$ cat config.mk
export PLATFORM = sky130hd
export DESIGN_NAME = shac_ctrl
export DESIGN_NICKNAME = d
export VERILOG_FILES = /design/src/shac_pkg.sv /design/src/shac_ctrl.sv
export SDC_FILE = /design/constraint.sdc
export NUM_CORES = 1
export LEC_CHECK = 0
export BUFFER_PORTS_ARGS = -buffer_cell sky130_fd_sc_hd__buf_2
export CORE_MARGIN = 10
export CORE_UTILIZATION = 33
export CTS_BUF_LIST = sky130_fd_sc_hd__clkbuf_8
export DETAILED_ROUTE_END_ITERATION = 7
export GPL_TIMING_DRIVEN = 1
export PLACE_DENSITY = 0.57
export SLEW_MARGIN = 30
export SYNTH_ARGS = -nofsm -noshare
export SYNTH_HDL_FRONTEND = slang
export SYNTH_SLANG_ARGS = --single-unit
$ cat constraint.sdc
create_clock -name clk -period 5.5 [get_ports clk]
set_clock_uncertainty 0.2 [all_clocks]
set_input_delay 1.1 -clock clk [delete_from_list [all_inputs] [get_ports clk]]
set_output_delay 1.1 -clock clk [all_outputs]
set_load 0.02 [all_outputs]
$ cat src/shac_pkg.sv
// shared constants for the storage health and converter control block
package shac_pkg;
  // register offsets (byte addresses on the register port)
  localparam logic [7:0] SHAC_OFS_RESULT    = 8'h05;
  localparam logic [7:0] SHAC_OFS_STATUS    = 8'h07;
  localparam logic [7:0] SHAC_OFS_CONV_CTL  = 8'h08;
  localparam logic [7:0] SHAC_OFS_READBACK  = 8'h09;
  localparam logic [7:0] SHAC_OFS_FORCE     = 8'h0a;
  localparam logic [7:0] SHAC_OFS_HCFG      = 8'h1f;
  localparam logic [7:0] SHAC_OFS_THR       = 8'h20;
  localparam logic [7:0] SHAC_OFS_SCALE     = 8'h27;

  // field positions
  localparam int SHAC_BIT_READY      = 7;  // status
  localparam int SHAC_BIT_FAULT      = 0;  // status
  localparam int SHAC_BIT_SWEEP      = 3;  // conv ctl, [2:0] = channel
  localparam int SHAC_BIT_SINGLE     = 4;
  localparam int SHAC_BIT_BUF_ON     = 5;
  localparam int SHAC_BIT_GO         = 6;
  localparam int SHAC_BIT_MAN_SINK   = 0;  // force reg
  localparam int SHAC_BIT_FORCE      = 1;
  localparam int SHAC_BIT_HC_DISABLE = 5;  // hcfg, [3:0] = discharge time
  localparam int SHAC_BIT_DOUBLE     = 0;  // scale
  localparam int SHAC_BIT_QUAD       = 1;

  // values after reset
  localparam logic [3:0] SHAC_RST_TSET = 4'h4;
  localparam logic [3:0] SHAC_RST_THR  = 4'h0;

  // channel codes
  localparam logic [2:0] SHAC_CH_IIN  = 3'h0;
  localparam logic [2:0] SHAC_CH_VIN  = 3'h1;
  localparam logic [2:0] SHAC_CH_VSTR = 3'h2;
  localparam logic [2:0] SHAC_CH_VOUT = 3'h3;
  localparam logic [2:0] SHAC_CH_TEMP = 3'h4;
  localparam logic [2:0] SHAC_CH_GND  = 3'h5;
  localparam int         SHAC_NUM_CH  = 6;

  // timing
  localparam int SHAC_CLK_HZ       = 25_000_000;
  localparam int SHAC_MS_CYCLES    = SHAC_CLK_HZ / 1000;
  localparam int SHAC_SINK2_US     = 200;
  localparam int SHAC_SINK2_CYCLES = SHAC_CLK_HZ / 1_000_000 * SHAC_SINK2_US;
  localparam int SHAC_PERIOD_MIN   = 4;
  localparam int SHAC_PERIOD_MS    = SHAC_PERIOD_MIN * 60_000;
  localparam int SHAC_TSET_BASE_MS = 2;    // upper bit clear: 2 << code
  localparam int SHAC_TSET_STEP_MS = 128;  // upper bit set: 128 * (3 + code)
  localparam int SHAC_TSET_OFS     = 3;
endpackage : shac_pkg

$ cat src/shac_ctrl.sv
// health monitor sequencer and monitoring converter sequencer
// Notes on behaviour
// RULE1 - storage power-good true only while storage node above selected threshold
// RULE2 - one 4-bit threshold field serves power-good and health check
// RULE3 - check: 10mA sink for programmed time, then 50mA sink 200us
// RULE4 - drop beyond threshold during check sets fault and pulls interrupt low
// RULE5 - boost re-enabled once the discharge interval ends
// RULE6 - disable bit suppresses automatic health checks
// RULE7 - force bit launches exactly one check, even when disabled
// RULE8 - automatic check every 4 minutes, scaled to 8 or 16
// RULE9 - manual sink bit holds 10mA sink on; threshold still applies
// RULE10 - discharge field: 2ms doubling to 256ms, or 384 to 1280ms
// RULE11 - 8-bit results, one register per channel, six-to-one selector
// RULE12 - 3-bit channel codes for six channels
// RULE13 - host sets single, clears sweep, sets buffer for single-shot
// RULE14 - host sets conversion and readback channels equal in single-shot
// RULE15 - go in single-shot converts once, sets ready, interrupt, clears go
// RULE16 - selected result presented at offset 0x05
// RULE17 - single-shot ready and interrupt stay until result is read
// RULE18 - host clears single, sets sweep and buffer, then go for polling
// RULE19 - polling sweeps all channels, overwrites results, sets ready per sweep
// RULE20 - polling completion never drives the interrupt
// RULE21 - host checks ready in polling; conversion field selects shown result
// RULE22 - interrupt low while any source pending
`timescale 1ns/100ps
module shac_ctrl
  import shac_pkg::*;
#(
  parameter int TICK_CYCLES  = SHAC_MS_CYCLES,
  parameter int SINK2_CYCLES = SHAC_SINK2_CYCLES,
  parameter int PERIOD_MS    = SHAC_PERIOD_MS
) (
  input  wire logic       clk,
  input  wire logic       reset,
  input  wire logic       ce,
  input  wire logic [7:0] reg_addr,
  input  wire logic [7:0] reg_wdata,
  input  wire logic       reg_wr,
  input  wire logic       reg_rd,
  output logic      [7:0] reg_rdata,
  input  wire logic       storage_above_thr,
  input  wire logic       storage_drop_exceeded,
  output logic      [3:0] health_drop_threshold,
  output logic            storage_power_good,
  output logic            sink_10ma_on,
  output logic            sink_50ma_on,
  output logic            boost_enable,
  output logic            converter_buffer_on,
  output logic            conv_start,
  output logic      [2:0] conv_channel,
  input  wire logic       conv_done,
  input  wire logic [7:0] conv_data,
  output logic            interrupt_low_out
);

  // the longest period limit is four times PERIOD_MS and must fit 22 bits
  if (TICK_CYCLES < 1 || TICK_CYCLES > 65535 || SINK2_CYCLES < 1 ||
      SINK2_CYCLES > 65535 || PERIOD_MS < 1 || PERIOD_MS > 1_048_575)
  begin : g_bad_timing
    $error("shac_ctrl: timing parameter out of range");
  end

  typedef enum logic [1:0] {SHAC_H_IDLE, SHAC_H_SINK1, SHAC_H_SINK2}
    shac_health_e;
  typedef enum logic [1:0] {SHAC_C_IDLE, SHAC_C_START, SHAC_C_WAIT}
    shac_conv_e;

  // discharge length in ms for a 4-bit code
  function automatic logic [10:0] shac_tset_ms(input logic [3:0] code);
    if (code[3])
      shac_tset_ms =
        11'(SHAC_TSET_STEP_MS * (SHAC_TSET_OFS + code[2:0])); // RULE10
    else
      shac_tset_ms = 11'(SHAC_TSET_BASE_MS << code[2:0]); // RULE10
  endfunction : shac_tset_ms

  function automatic logic shac_hit(input logic [7:0] ofs);
    shac_hit = (reg_addr == ofs);
  endfunction : shac_hit

  // register storage
  logic [2:0]   conv_sel_r;
  logic [2:0]   read_sel_r;
  logic         sweep_r, single_r, buf_r, go_r;
  logic         man_sink_r, force_r;
  logic [3:0]   tset_r, thr_r;
  logic         hc_dis_r;
  logic [1:0]   scale_r;
  logic         ready_r, fault_r, conv_irq_r;
  logic [7:0]   result_r [SHAC_NUM_CH];

  shac_health_e hstate_r;
  shac_conv_e   cstate_r;
  logic [15:0]  tick_cnt_r;
  logic         tick;
  logic [10:0]  dis_ms_r;
  logic [15:0]  sink2_cnt_r;
  logic [21:0]  period_ms_r;
  logic [21:0]  period_lim;
  logic [2:0]   cur_ch_r;
  logic         wr_conv, wr_force, rd_result, rd_status, auto_due, launch;

  assign wr_conv   = ce && reg_wr && shac_hit(SHAC_OFS_CONV_CTL);
  assign wr_force  = ce && reg_wr && shac_hit(SHAC_OFS_FORCE);
  assign rd_result = ce && reg_rd && shac_hit(SHAC_OFS_RESULT);
  assign rd_status = ce && reg_rd && shac_hit(SHAC_OFS_STATUS);

  // configuration registers
  always_ff @(posedge clk or posedge reset) begin
    if (reset) begin
      read_sel_r <= SHAC_CH_IIN;
      tset_r     <= SHAC_RST_TSET;
      thr_r      <= SHAC_RST_THR;
      hc_dis_r   <= 1'b0;
      scale_r    <= 2'h0;
      man_sink_r <= 1'b0;
    end else if (ce && reg_wr) begin
      if (shac_hit(SHAC_OFS_READBACK))
        read_sel_r <= reg_wdata[2:0];
      if (shac_hit(SHAC_OFS_HCFG)) begin
        tset_r   <= reg_wdata[3:0];
        hc_dis_r <= reg_wdata[SHAC_BIT_HC_DISABLE];
      end
      if (shac_hit(SHAC_OFS_THR))
        thr_r <= reg_wdata[3:0];
      if (shac_hit(SHAC_OFS_SCALE))
        scale_r <= reg_wdata[1:0];
      if (shac_hit(SHAC_OFS_FORCE))
        man_sink_r <= reg_wdata[SHAC_BIT_MAN_SINK];
    end
  end

  // converter control; go is cleared by hardware after a single shot
  always_ff @(posedge clk or posedge reset) begin
    if (reset) begin
      conv_sel_r <= SHAC_CH_IIN;
      sweep_r    <= 1'b0;
      single_r   <= 1'b0;
      buf_r      <= 1'b0;
      go_r       <= 1'b0;
    end else if (ce) begin
      if (wr_conv) begin
        conv_sel_r <= reg_wdata[2:0];
        sweep_r    <= reg_wdata[SHAC_BIT_SWEEP];
        single_r   <= reg_wdata[SHAC_BIT_SINGLE];
        buf_r      <= reg_wdata[SHAC_BIT_BUF_ON];
        go_r       <= reg_wdata[SHAC_BIT_GO];
      end else if (cstate_r == SHAC_C_WAIT && conv_done && single_r) begin
        go_r <= 1'b0; // RULE15
      end
    end
  end

  // one-cycle force request, consumed by the health sequencer
  always_ff @(posedge clk or posedge reset) begin
    if (reset)
      force_r <= 1'b0;
    else if (ce)
      force_r <= wr_force && reg_wdata[SHAC_BIT_FORCE];
  end

  // millisecond tick
  always_ff @(posedge clk or posedge reset) begin
    if (reset)
      tick_cnt_r <= 16'h0000;
    else if (ce)
      tick_cnt_r <= tick ? 16'h0000 : tick_cnt_r + 16'h0001;
  end
  assign tick = (tick_cnt_r == 16'(TICK_CYCLES - 1));

  // automatic period; quad wins when both scaling bits are set
  always_comb begin
    if (scale_r[SHAC_BIT_QUAD])
      period_lim = 22'(PERIOD_MS * 4); // RULE8
    else if (scale_r[SHAC_BIT_DOUBLE])
      period_lim = 22'(PERIOD_MS * 2); // RULE8
    else
      period_lim = 22'(PERIOD_MS); // RULE8
  end

  // the period timer is cleared while disabled or while a check runs
  always_ff @(posedge clk or posedge reset) begin
    if (reset)
      period_ms_r <= 22'h000000;
    else if (ce) begin
      if (hc_dis_r || hstate_r != SHAC_H_IDLE || auto_due)
        period_ms_r <= 22'h000000; // RULE6
      else if (tick)
        period_ms_r <= period_ms_r + 22'h000001;
    end
  end
  assign auto_due = !hc_dis_r && period_ms_r >= period_lim; // RULE6 RULE8
  assign launch   = force_r || auto_due; // RULE7

  // health check sequencer; a force while a check runs is dropped
  always_ff @(posedge clk or posedge reset) begin
    if (reset) begin
      hstate_r    <= SHAC_H_IDLE;
      dis_ms_r    <= 11'h000;
      sink2_cnt_r <= 16'h0000;
    end else if (ce) begin
      unique case (hstate_r)
        SHAC_H_IDLE: begin
          dis_ms_r <= 11'h000;
          if (launch)
            hstate_r <= SHAC_H_SINK1; // RULE3
        end
        SHAC_H_SINK1: begin
          if (tick)
            dis_ms_r <= dis_ms_r + 11'h001;
          if (tick && dis_ms_r + 11'h001 >= shac_tset_ms(tset_r)) begin
            hstate_r    <= SHAC_H_SINK2; // RULE3
            sink2_cnt_r <= 16'h0000;
          end
        end
        SHAC_H_SINK2: begin
          sink2_cnt_r <= sink2_cnt_r + 16'h0001;
          if (sink2_cnt_r == 16'(SINK2_CYCLES - 1))
            hstate_r <= SHAC_H_IDLE; // RULE3 RULE5
        end
      endcase
    end
  end

  assign sink_10ma_on = (hstate_r == SHAC_H_SINK1) || man_sink_r; // RULE3 RULE9
  assign sink_50ma_on = (hstate_r == SHAC_H_SINK2); // RULE3
  // boost stays off for the whole discharge so the drop is not masked
  assign boost_enable = (hstate_r == SHAC_H_IDLE); // RULE5
  assign health_drop_threshold = thr_r; // RULE2 RULE9
  assign storage_power_good = storage_above_thr; // RULE1

  // fault flag: a new fault beats the read that would clear it
  always_ff @(posedge clk or posedge reset) begin
    if (reset)
      fault_r <= 1'b0;
    else if (ce) begin
      if ((hstate_r != SHAC_H_IDLE || man_sink_r) && storage_drop_exceeded)
        fault_r <= 1'b1; // RULE4 RULE9
      else if (rd_status)
        fault_r <= 1'b0;
    end
  end

  // converter sequencer
  always_ff @(posedge clk or posedge reset) begin
    if (reset) begin
      cstate_r <= SHAC_C_IDLE;
      cur_ch_r <= SHAC_CH_IIN;
    end else if (ce) begin
      unique case (cstate_r)
        SHAC_C_IDLE: begin
          if (go_r && buf_r && !wr_conv) begin
            cur_ch_r <= single_r ? conv_sel_r : SHAC_CH_IIN; // RULE12
            cstate_r <= SHAC_C_START;
          end
        end
        SHAC_C_START:
          cstate_r <= SHAC_C_WAIT;
        SHAC_C_WAIT: begin
          if (conv_done) begin
            if (single_r || !go_r || !sweep_r)
              cstate_r <= SHAC_C_IDLE; // RULE15
            else begin
              cstate_r <= SHAC_C_START; // RULE19
              cur_ch_r <= (cur_ch_r == SHAC_CH_GND) ? SHAC_CH_IIN
                                                    : cur_ch_r + 3'h1;
            end
          end
        end
      endcase
    end
  end
  assign conv_start          = ce && (cstate_r == SHAC_C_START);
  assign conv_channel        = cur_ch_r;
  assign converter_buffer_on = buf_r;

  // per-channel result registers
  genvar gi;
  generate
    for (gi = 0; gi < SHAC_NUM_CH; gi++) begin : g_res
      always_ff @(posedge clk or posedge reset) begin
        if (reset)
          result_r[gi] <= 8'h00;
        else if (ce && cstate_r == SHAC_C_WAIT && conv_done &&
                 cur_ch_r == 3'(gi))
          result_r[gi] <= conv_data; // RULE11 RULE19
      end
    end
  endgenerate

  // ready and completion interrupt; completion beats a clearing read
  always_ff @(posedge clk or posedge reset) begin
    if (reset) begin
      ready_r    <= 1'b0;
      conv_irq_r <= 1'b0;
    end else if (ce) begin
      if (cstate_r == SHAC_C_WAIT && conv_done && single_r) begin
        ready_r    <= 1'b1; // RULE15
        conv_irq_r <= 1'b1; // RULE15 RULE20
      end else if (cstate_r == SHAC_C_WAIT && conv_done &&
                   cur_ch_r == SHAC_CH_GND) begin
        ready_r <= 1'b1; // RULE19 RULE20
      end else if (rd_result && single_r) begin
        ready_r    <= 1'b0; // RULE17
        conv_irq_r <= 1'b0; // RULE17
      end else if (wr_conv && reg_wdata[SHAC_BIT_GO]) begin
        ready_r    <= 1'b0;
        conv_irq_r <= 1'b0;
      end
    end
  end

  assign interrupt_low_out = !(fault_r || conv_irq_r); // RULE4 RULE22

  // read data; result shows readback field in single-shot, else conv field
  always_ff @(posedge clk or posedge reset) begin
    if (reset)
      reg_rdata <= 8'h00;
    else if (ce && reg_rd) begin
      unique case (reg_addr)
        SHAC_OFS_RESULT: begin
          if (single_r)
            reg_rdata <= (read_sel_r <= SHAC_CH_GND) ?
                         result_r[read_sel_r] : 8'h00; // RULE16 RULE11
          else
            reg_rdata <= (conv_sel_r <= SHAC_CH_GND) ?
                         result_r[conv_sel_r] : 8'h00; // RULE21
        end
        SHAC_OFS_STATUS:
          reg_rdata <= {ready_r, 6'h00, fault_r};
        SHAC_OFS_CONV_CTL:
          reg_rdata <= {1'b0, go_r, buf_r, single_r, sweep_r, conv_sel_r};
        SHAC_OFS_READBACK:
          reg_rdata <= {5'h00, read_sel_r};
        SHAC_OFS_FORCE:
          reg_rdata <= {7'h00, man_sink_r};
        SHAC_OFS_HCFG:
          reg_rdata <= {2'h0, hc_dis_r, 1'b0, tset_r};
        SHAC_OFS_THR:
          reg_rdata <= {4'h0, thr_r};
        SHAC_OFS_SCALE:
          reg_rdata <= {6'h00, scale_r};
        default:
          reg_rdata <= 8'h00;
      endcase
    end
  end

endmodule : shac_ctrl

==> summary.txt <==
Run status: finished clean
Beginning of the worst register-to-register path: dis_ms_r[1]
Worst Setup SP: dis_ms_r[1]
Crit path top cell by count: ha_1
Post-Syn Nets: 922
Detailed Routing Iterations Pass 1: 5
DRT antenna net count: 0
Overall power of the completed layout: 2.46 mW
Largest area contributor in the synthesized netlist: dfrtp_1
Worst stage delay on the critical path: 0.63 ns
Final cycle utilization of the critical path: 69.0%
CTS-repair resized insts: 0
Power density over the cells: 247 nW/um^2
Placeable core region: 26900 um^2
Max Used Layer: met5
Area share of the leading cell type in the synthesized netlist: 42.5%
Worst-case clock buffer depth: 2
Unique masters post-synth: 76
Series of cell instances along the critical path: ha_1 -> and4_1 -> nand3_1 -> xnor2_1 -> ha_1 -> and3_1 -> a22o_1 -> o21ai_1 -> and2_1 -> a2bb2oi_1 -> o221ai_1
Area occupied by multi-input gates: 4910 um^2
Total CTS buffers: 17
Tightest Hold Check Type: flip-flop to flip-flop
Post-synthesis instance area: 9000 um^2
Die Outline Area: 34300 um^2
Worst Max-Slew Pin Slew: 0.965 ns
CTS H-tree depth: 4
Share of synthesized flip-flops with an asynchronous set or reset: 100%
Flip-flop and latch count after synthesis: 154
Hold buffer count at cts: 0
Fin. max-slew vios: 0
HPWL after DPL: 16.1 mm
Initial Utilization: 33.5%
Vias in the first global route: 6907
Ratio of cells with drive above 1 in the final layout: 22.3%
Aggregate global routing overflow: 0
Startpoint of the lowest-slack hold path: tick_cnt_r[15]
Clock tree from TritonCTS: built
Class of the most critical setup path: flip-flop to flip-flop
Number of antenna violations at the first check in global routing: 4
Hold violation count in the final report: 0
Worst skew pair latency: 0.47 ns
Aggregate global-route resource usage: 13.5%
Horiz. Die Dim: 185 um
Most used standard cells in the synthesized netlist: dfrtp_1 (153), mux2_2 (81), nor2_1 (76)
CTS clock-pin slew for the worst setup and hold paths: 0.08 ns
RSZ-0062 raised after global routing: no
Predominant post-synthesis flop cell: dfrtp_1
Wire length reported by the detailed router: 22.4 mm
Final cell utilization of the core: 37.1%
Data arrival time of the critical path: 3.92 ns
Port buffer count: 50
Met2 wirelength from detailed routing: 10.8 mm
Syn-to-layout area delta: 10.6%
Top-count cell post-synth: dfrtp_1
Worst vdd rail ir drop: 0.000162 V
Number of cells produced by synthesis: 854
Chip height: 185 um
Net count reported at finish: 968
Fillers: 2725
Startpoint type of the worst setup path: flip-flop
Total of endpoints with negative setup slack in the final report: 0
Number of max-capacitance violations reported: 0
Leakage power: 4.43 nW
Slowest library cell on the worst path: o21ai_1
Final TNS setup: 0 ns
DR DRC count: 0
Critical path capture point type: flip-flop
Yosys synthesis warning count: 0
Per-cell routed wire length: 17.9 um
Relative max-transition margin: 35.6%
Number of vias after detailed routing: 6743
Ranking of synthesized cells by area: dfrtp_1 (43%), mux2_2 (10%), ha_1 (5.0%)
Per-cell via count in the routed design: 5.37
Starting DRC count in detailed routing: 362
Met3 routed WL: 1.06 mm
Std-Cell Rows: 60
Top-level port count: 54
Clock Tree Root: clkbuf_8
Mean instance size in the synthesized netlist: 10.5 um^2
Number of synthesized flops with an enable pin: 0
Pin count of the biggest net entering global routing: 85
Global-route wire length before repair: 36.8 mm
Buffers inserted during post-CTS setup optimization: 0
Data required time of the worst path: 5.63 ns
Final estimated routing congestion in global placement: 0.811
Peak fanout along the critical path: 11
Fraction of the yosys area taken by sequential cells: 42.8%
Final critical delay including setup and external delays: 3.79 ns
Number of sinks handled by clock tree synthesis: 154
Maximum operating frequency: 264 MHz
Sequential cell area: 3850 um^2
Metal-1 WL: 10.3 mm
cells by family after synthesis:
| family | count (synthesis) | share of synthesized area [%] |
|---|---|---|
| and+or+nand+nor | 304 | 17.9 |
| DFF | 154 | 42.8 |
| AOI/OAI and AO/OA | 147 | 11.6 |
| muxes | 111 | 15.7 |
| buffers and inverters | 58 | 2.64 |
| xor gates and xnor gates | 44 | 4.28 |
| adders and majority gates | 36 | 5.00 |
power breakdown:
group          total, mW  switching (mW)  internal [mW]
clock              0.775           0.444          0.330
sequential          1.23          0.0570           1.17
combinational      0.455           0.304          0.152
total               2.46           0.805           1.66
worst max-delay path, delay by kind of cell, from the launching register on:
family / cells / cell delay, ns
and+or+nand+nor: 4 / 1.11
AOI/OAI and AO/OA: 4 / 1.18
adders and majority gates: 2 / 0.56
DFF: 1 / 0.44
xor gates and xnor gates: 1 / 0.16
state kept, by name, indices dropped and copies added, names as in the netlist, 2 cells and up:
name	count
result_r	48
period_ms_r	22
sink2_cnt_r	16
tick_cnt_r	16
dis_ms_r	11
reg_rdata	8
health_drop_threshold	4
tset_r	4
conv_channel	3
conv_sel_r	3
read_sel_r	3
cstate_r	2
hstate_r	2
scale_r	2
area by class of cell:
| class | count | area share, % |
|---|---|---|
| Antenna cell | 2 | 0.0503 |
| Clock buffer | 19 | 2.63 |
| Clock inverter | 13 | 0.817 |
| Inverter | 29 | 1.14 |
| Multi-Input combinational cell | 642 | 49.3 |
| Sequential cell | 154 | 38.7 |
| Tap cell | 341 | 4.28 |
| Timing Repair Buffer | 56 | 3.09 |
through the flow:
stage	setup slack [ns]	area, um^2	hold slack (ns)	instances
3_5_place_dp	1.74	9610	0.277	1222
6_report	1.71	9960	0.290	1256
2_1_floorplan	0.0519	9000	0.248	854
4_1_cts	1.72	9950	0.290	1254
3_3_place_gp	1.72	9610	0.276	1222
5_1_grt	1.41	9950	0.337	1254
final timing paths:
check	to	slack [ns]	cells past startpoint
setup / recovery	sink2_cnt_r[1]	1.71	11
min in group asynchronous	result_r[20]	0.53	2
max in group asynchronous	tset_r[2]	3.67	3
hold reg to reg	tick_cnt_r[15]	0.29	1
setup reg to reg	sink2_cnt_r[1]	1.71	11
hold / removal	tick_cnt_r[15]	0.29	1
routing by layer:
metal | global-route usage, % | up-vias
li1 | - | 3257
met1 | 17.3 | 3342
met2 | 21.9 | 117
met3 | 4.06 | 23
met4 | 3.22 | 4
met5 | 0 | -
layout by cell type, fill, tap and decap left out, types with 21 or more instances in the layout:
master | Yosys | routed
dfrtp_1 | 153 | 153
mux2_2 | 81 | 81
nor2_1 | 76 | 76
nand2_1 | 61 | 61
buf_2 | 4 | 50
nand3_1 | 41 | 41
ha_1 | 36 | 36
xnor2_1 | 33 | 33
inv_1 | 27 | 28
a21oi_1 | 27 | 27
o21ai_0 | 25 | 25
nand4_1 | 23 | 23
nor3_1 | 21 | 21
Power figures use the tool's default switching activity.
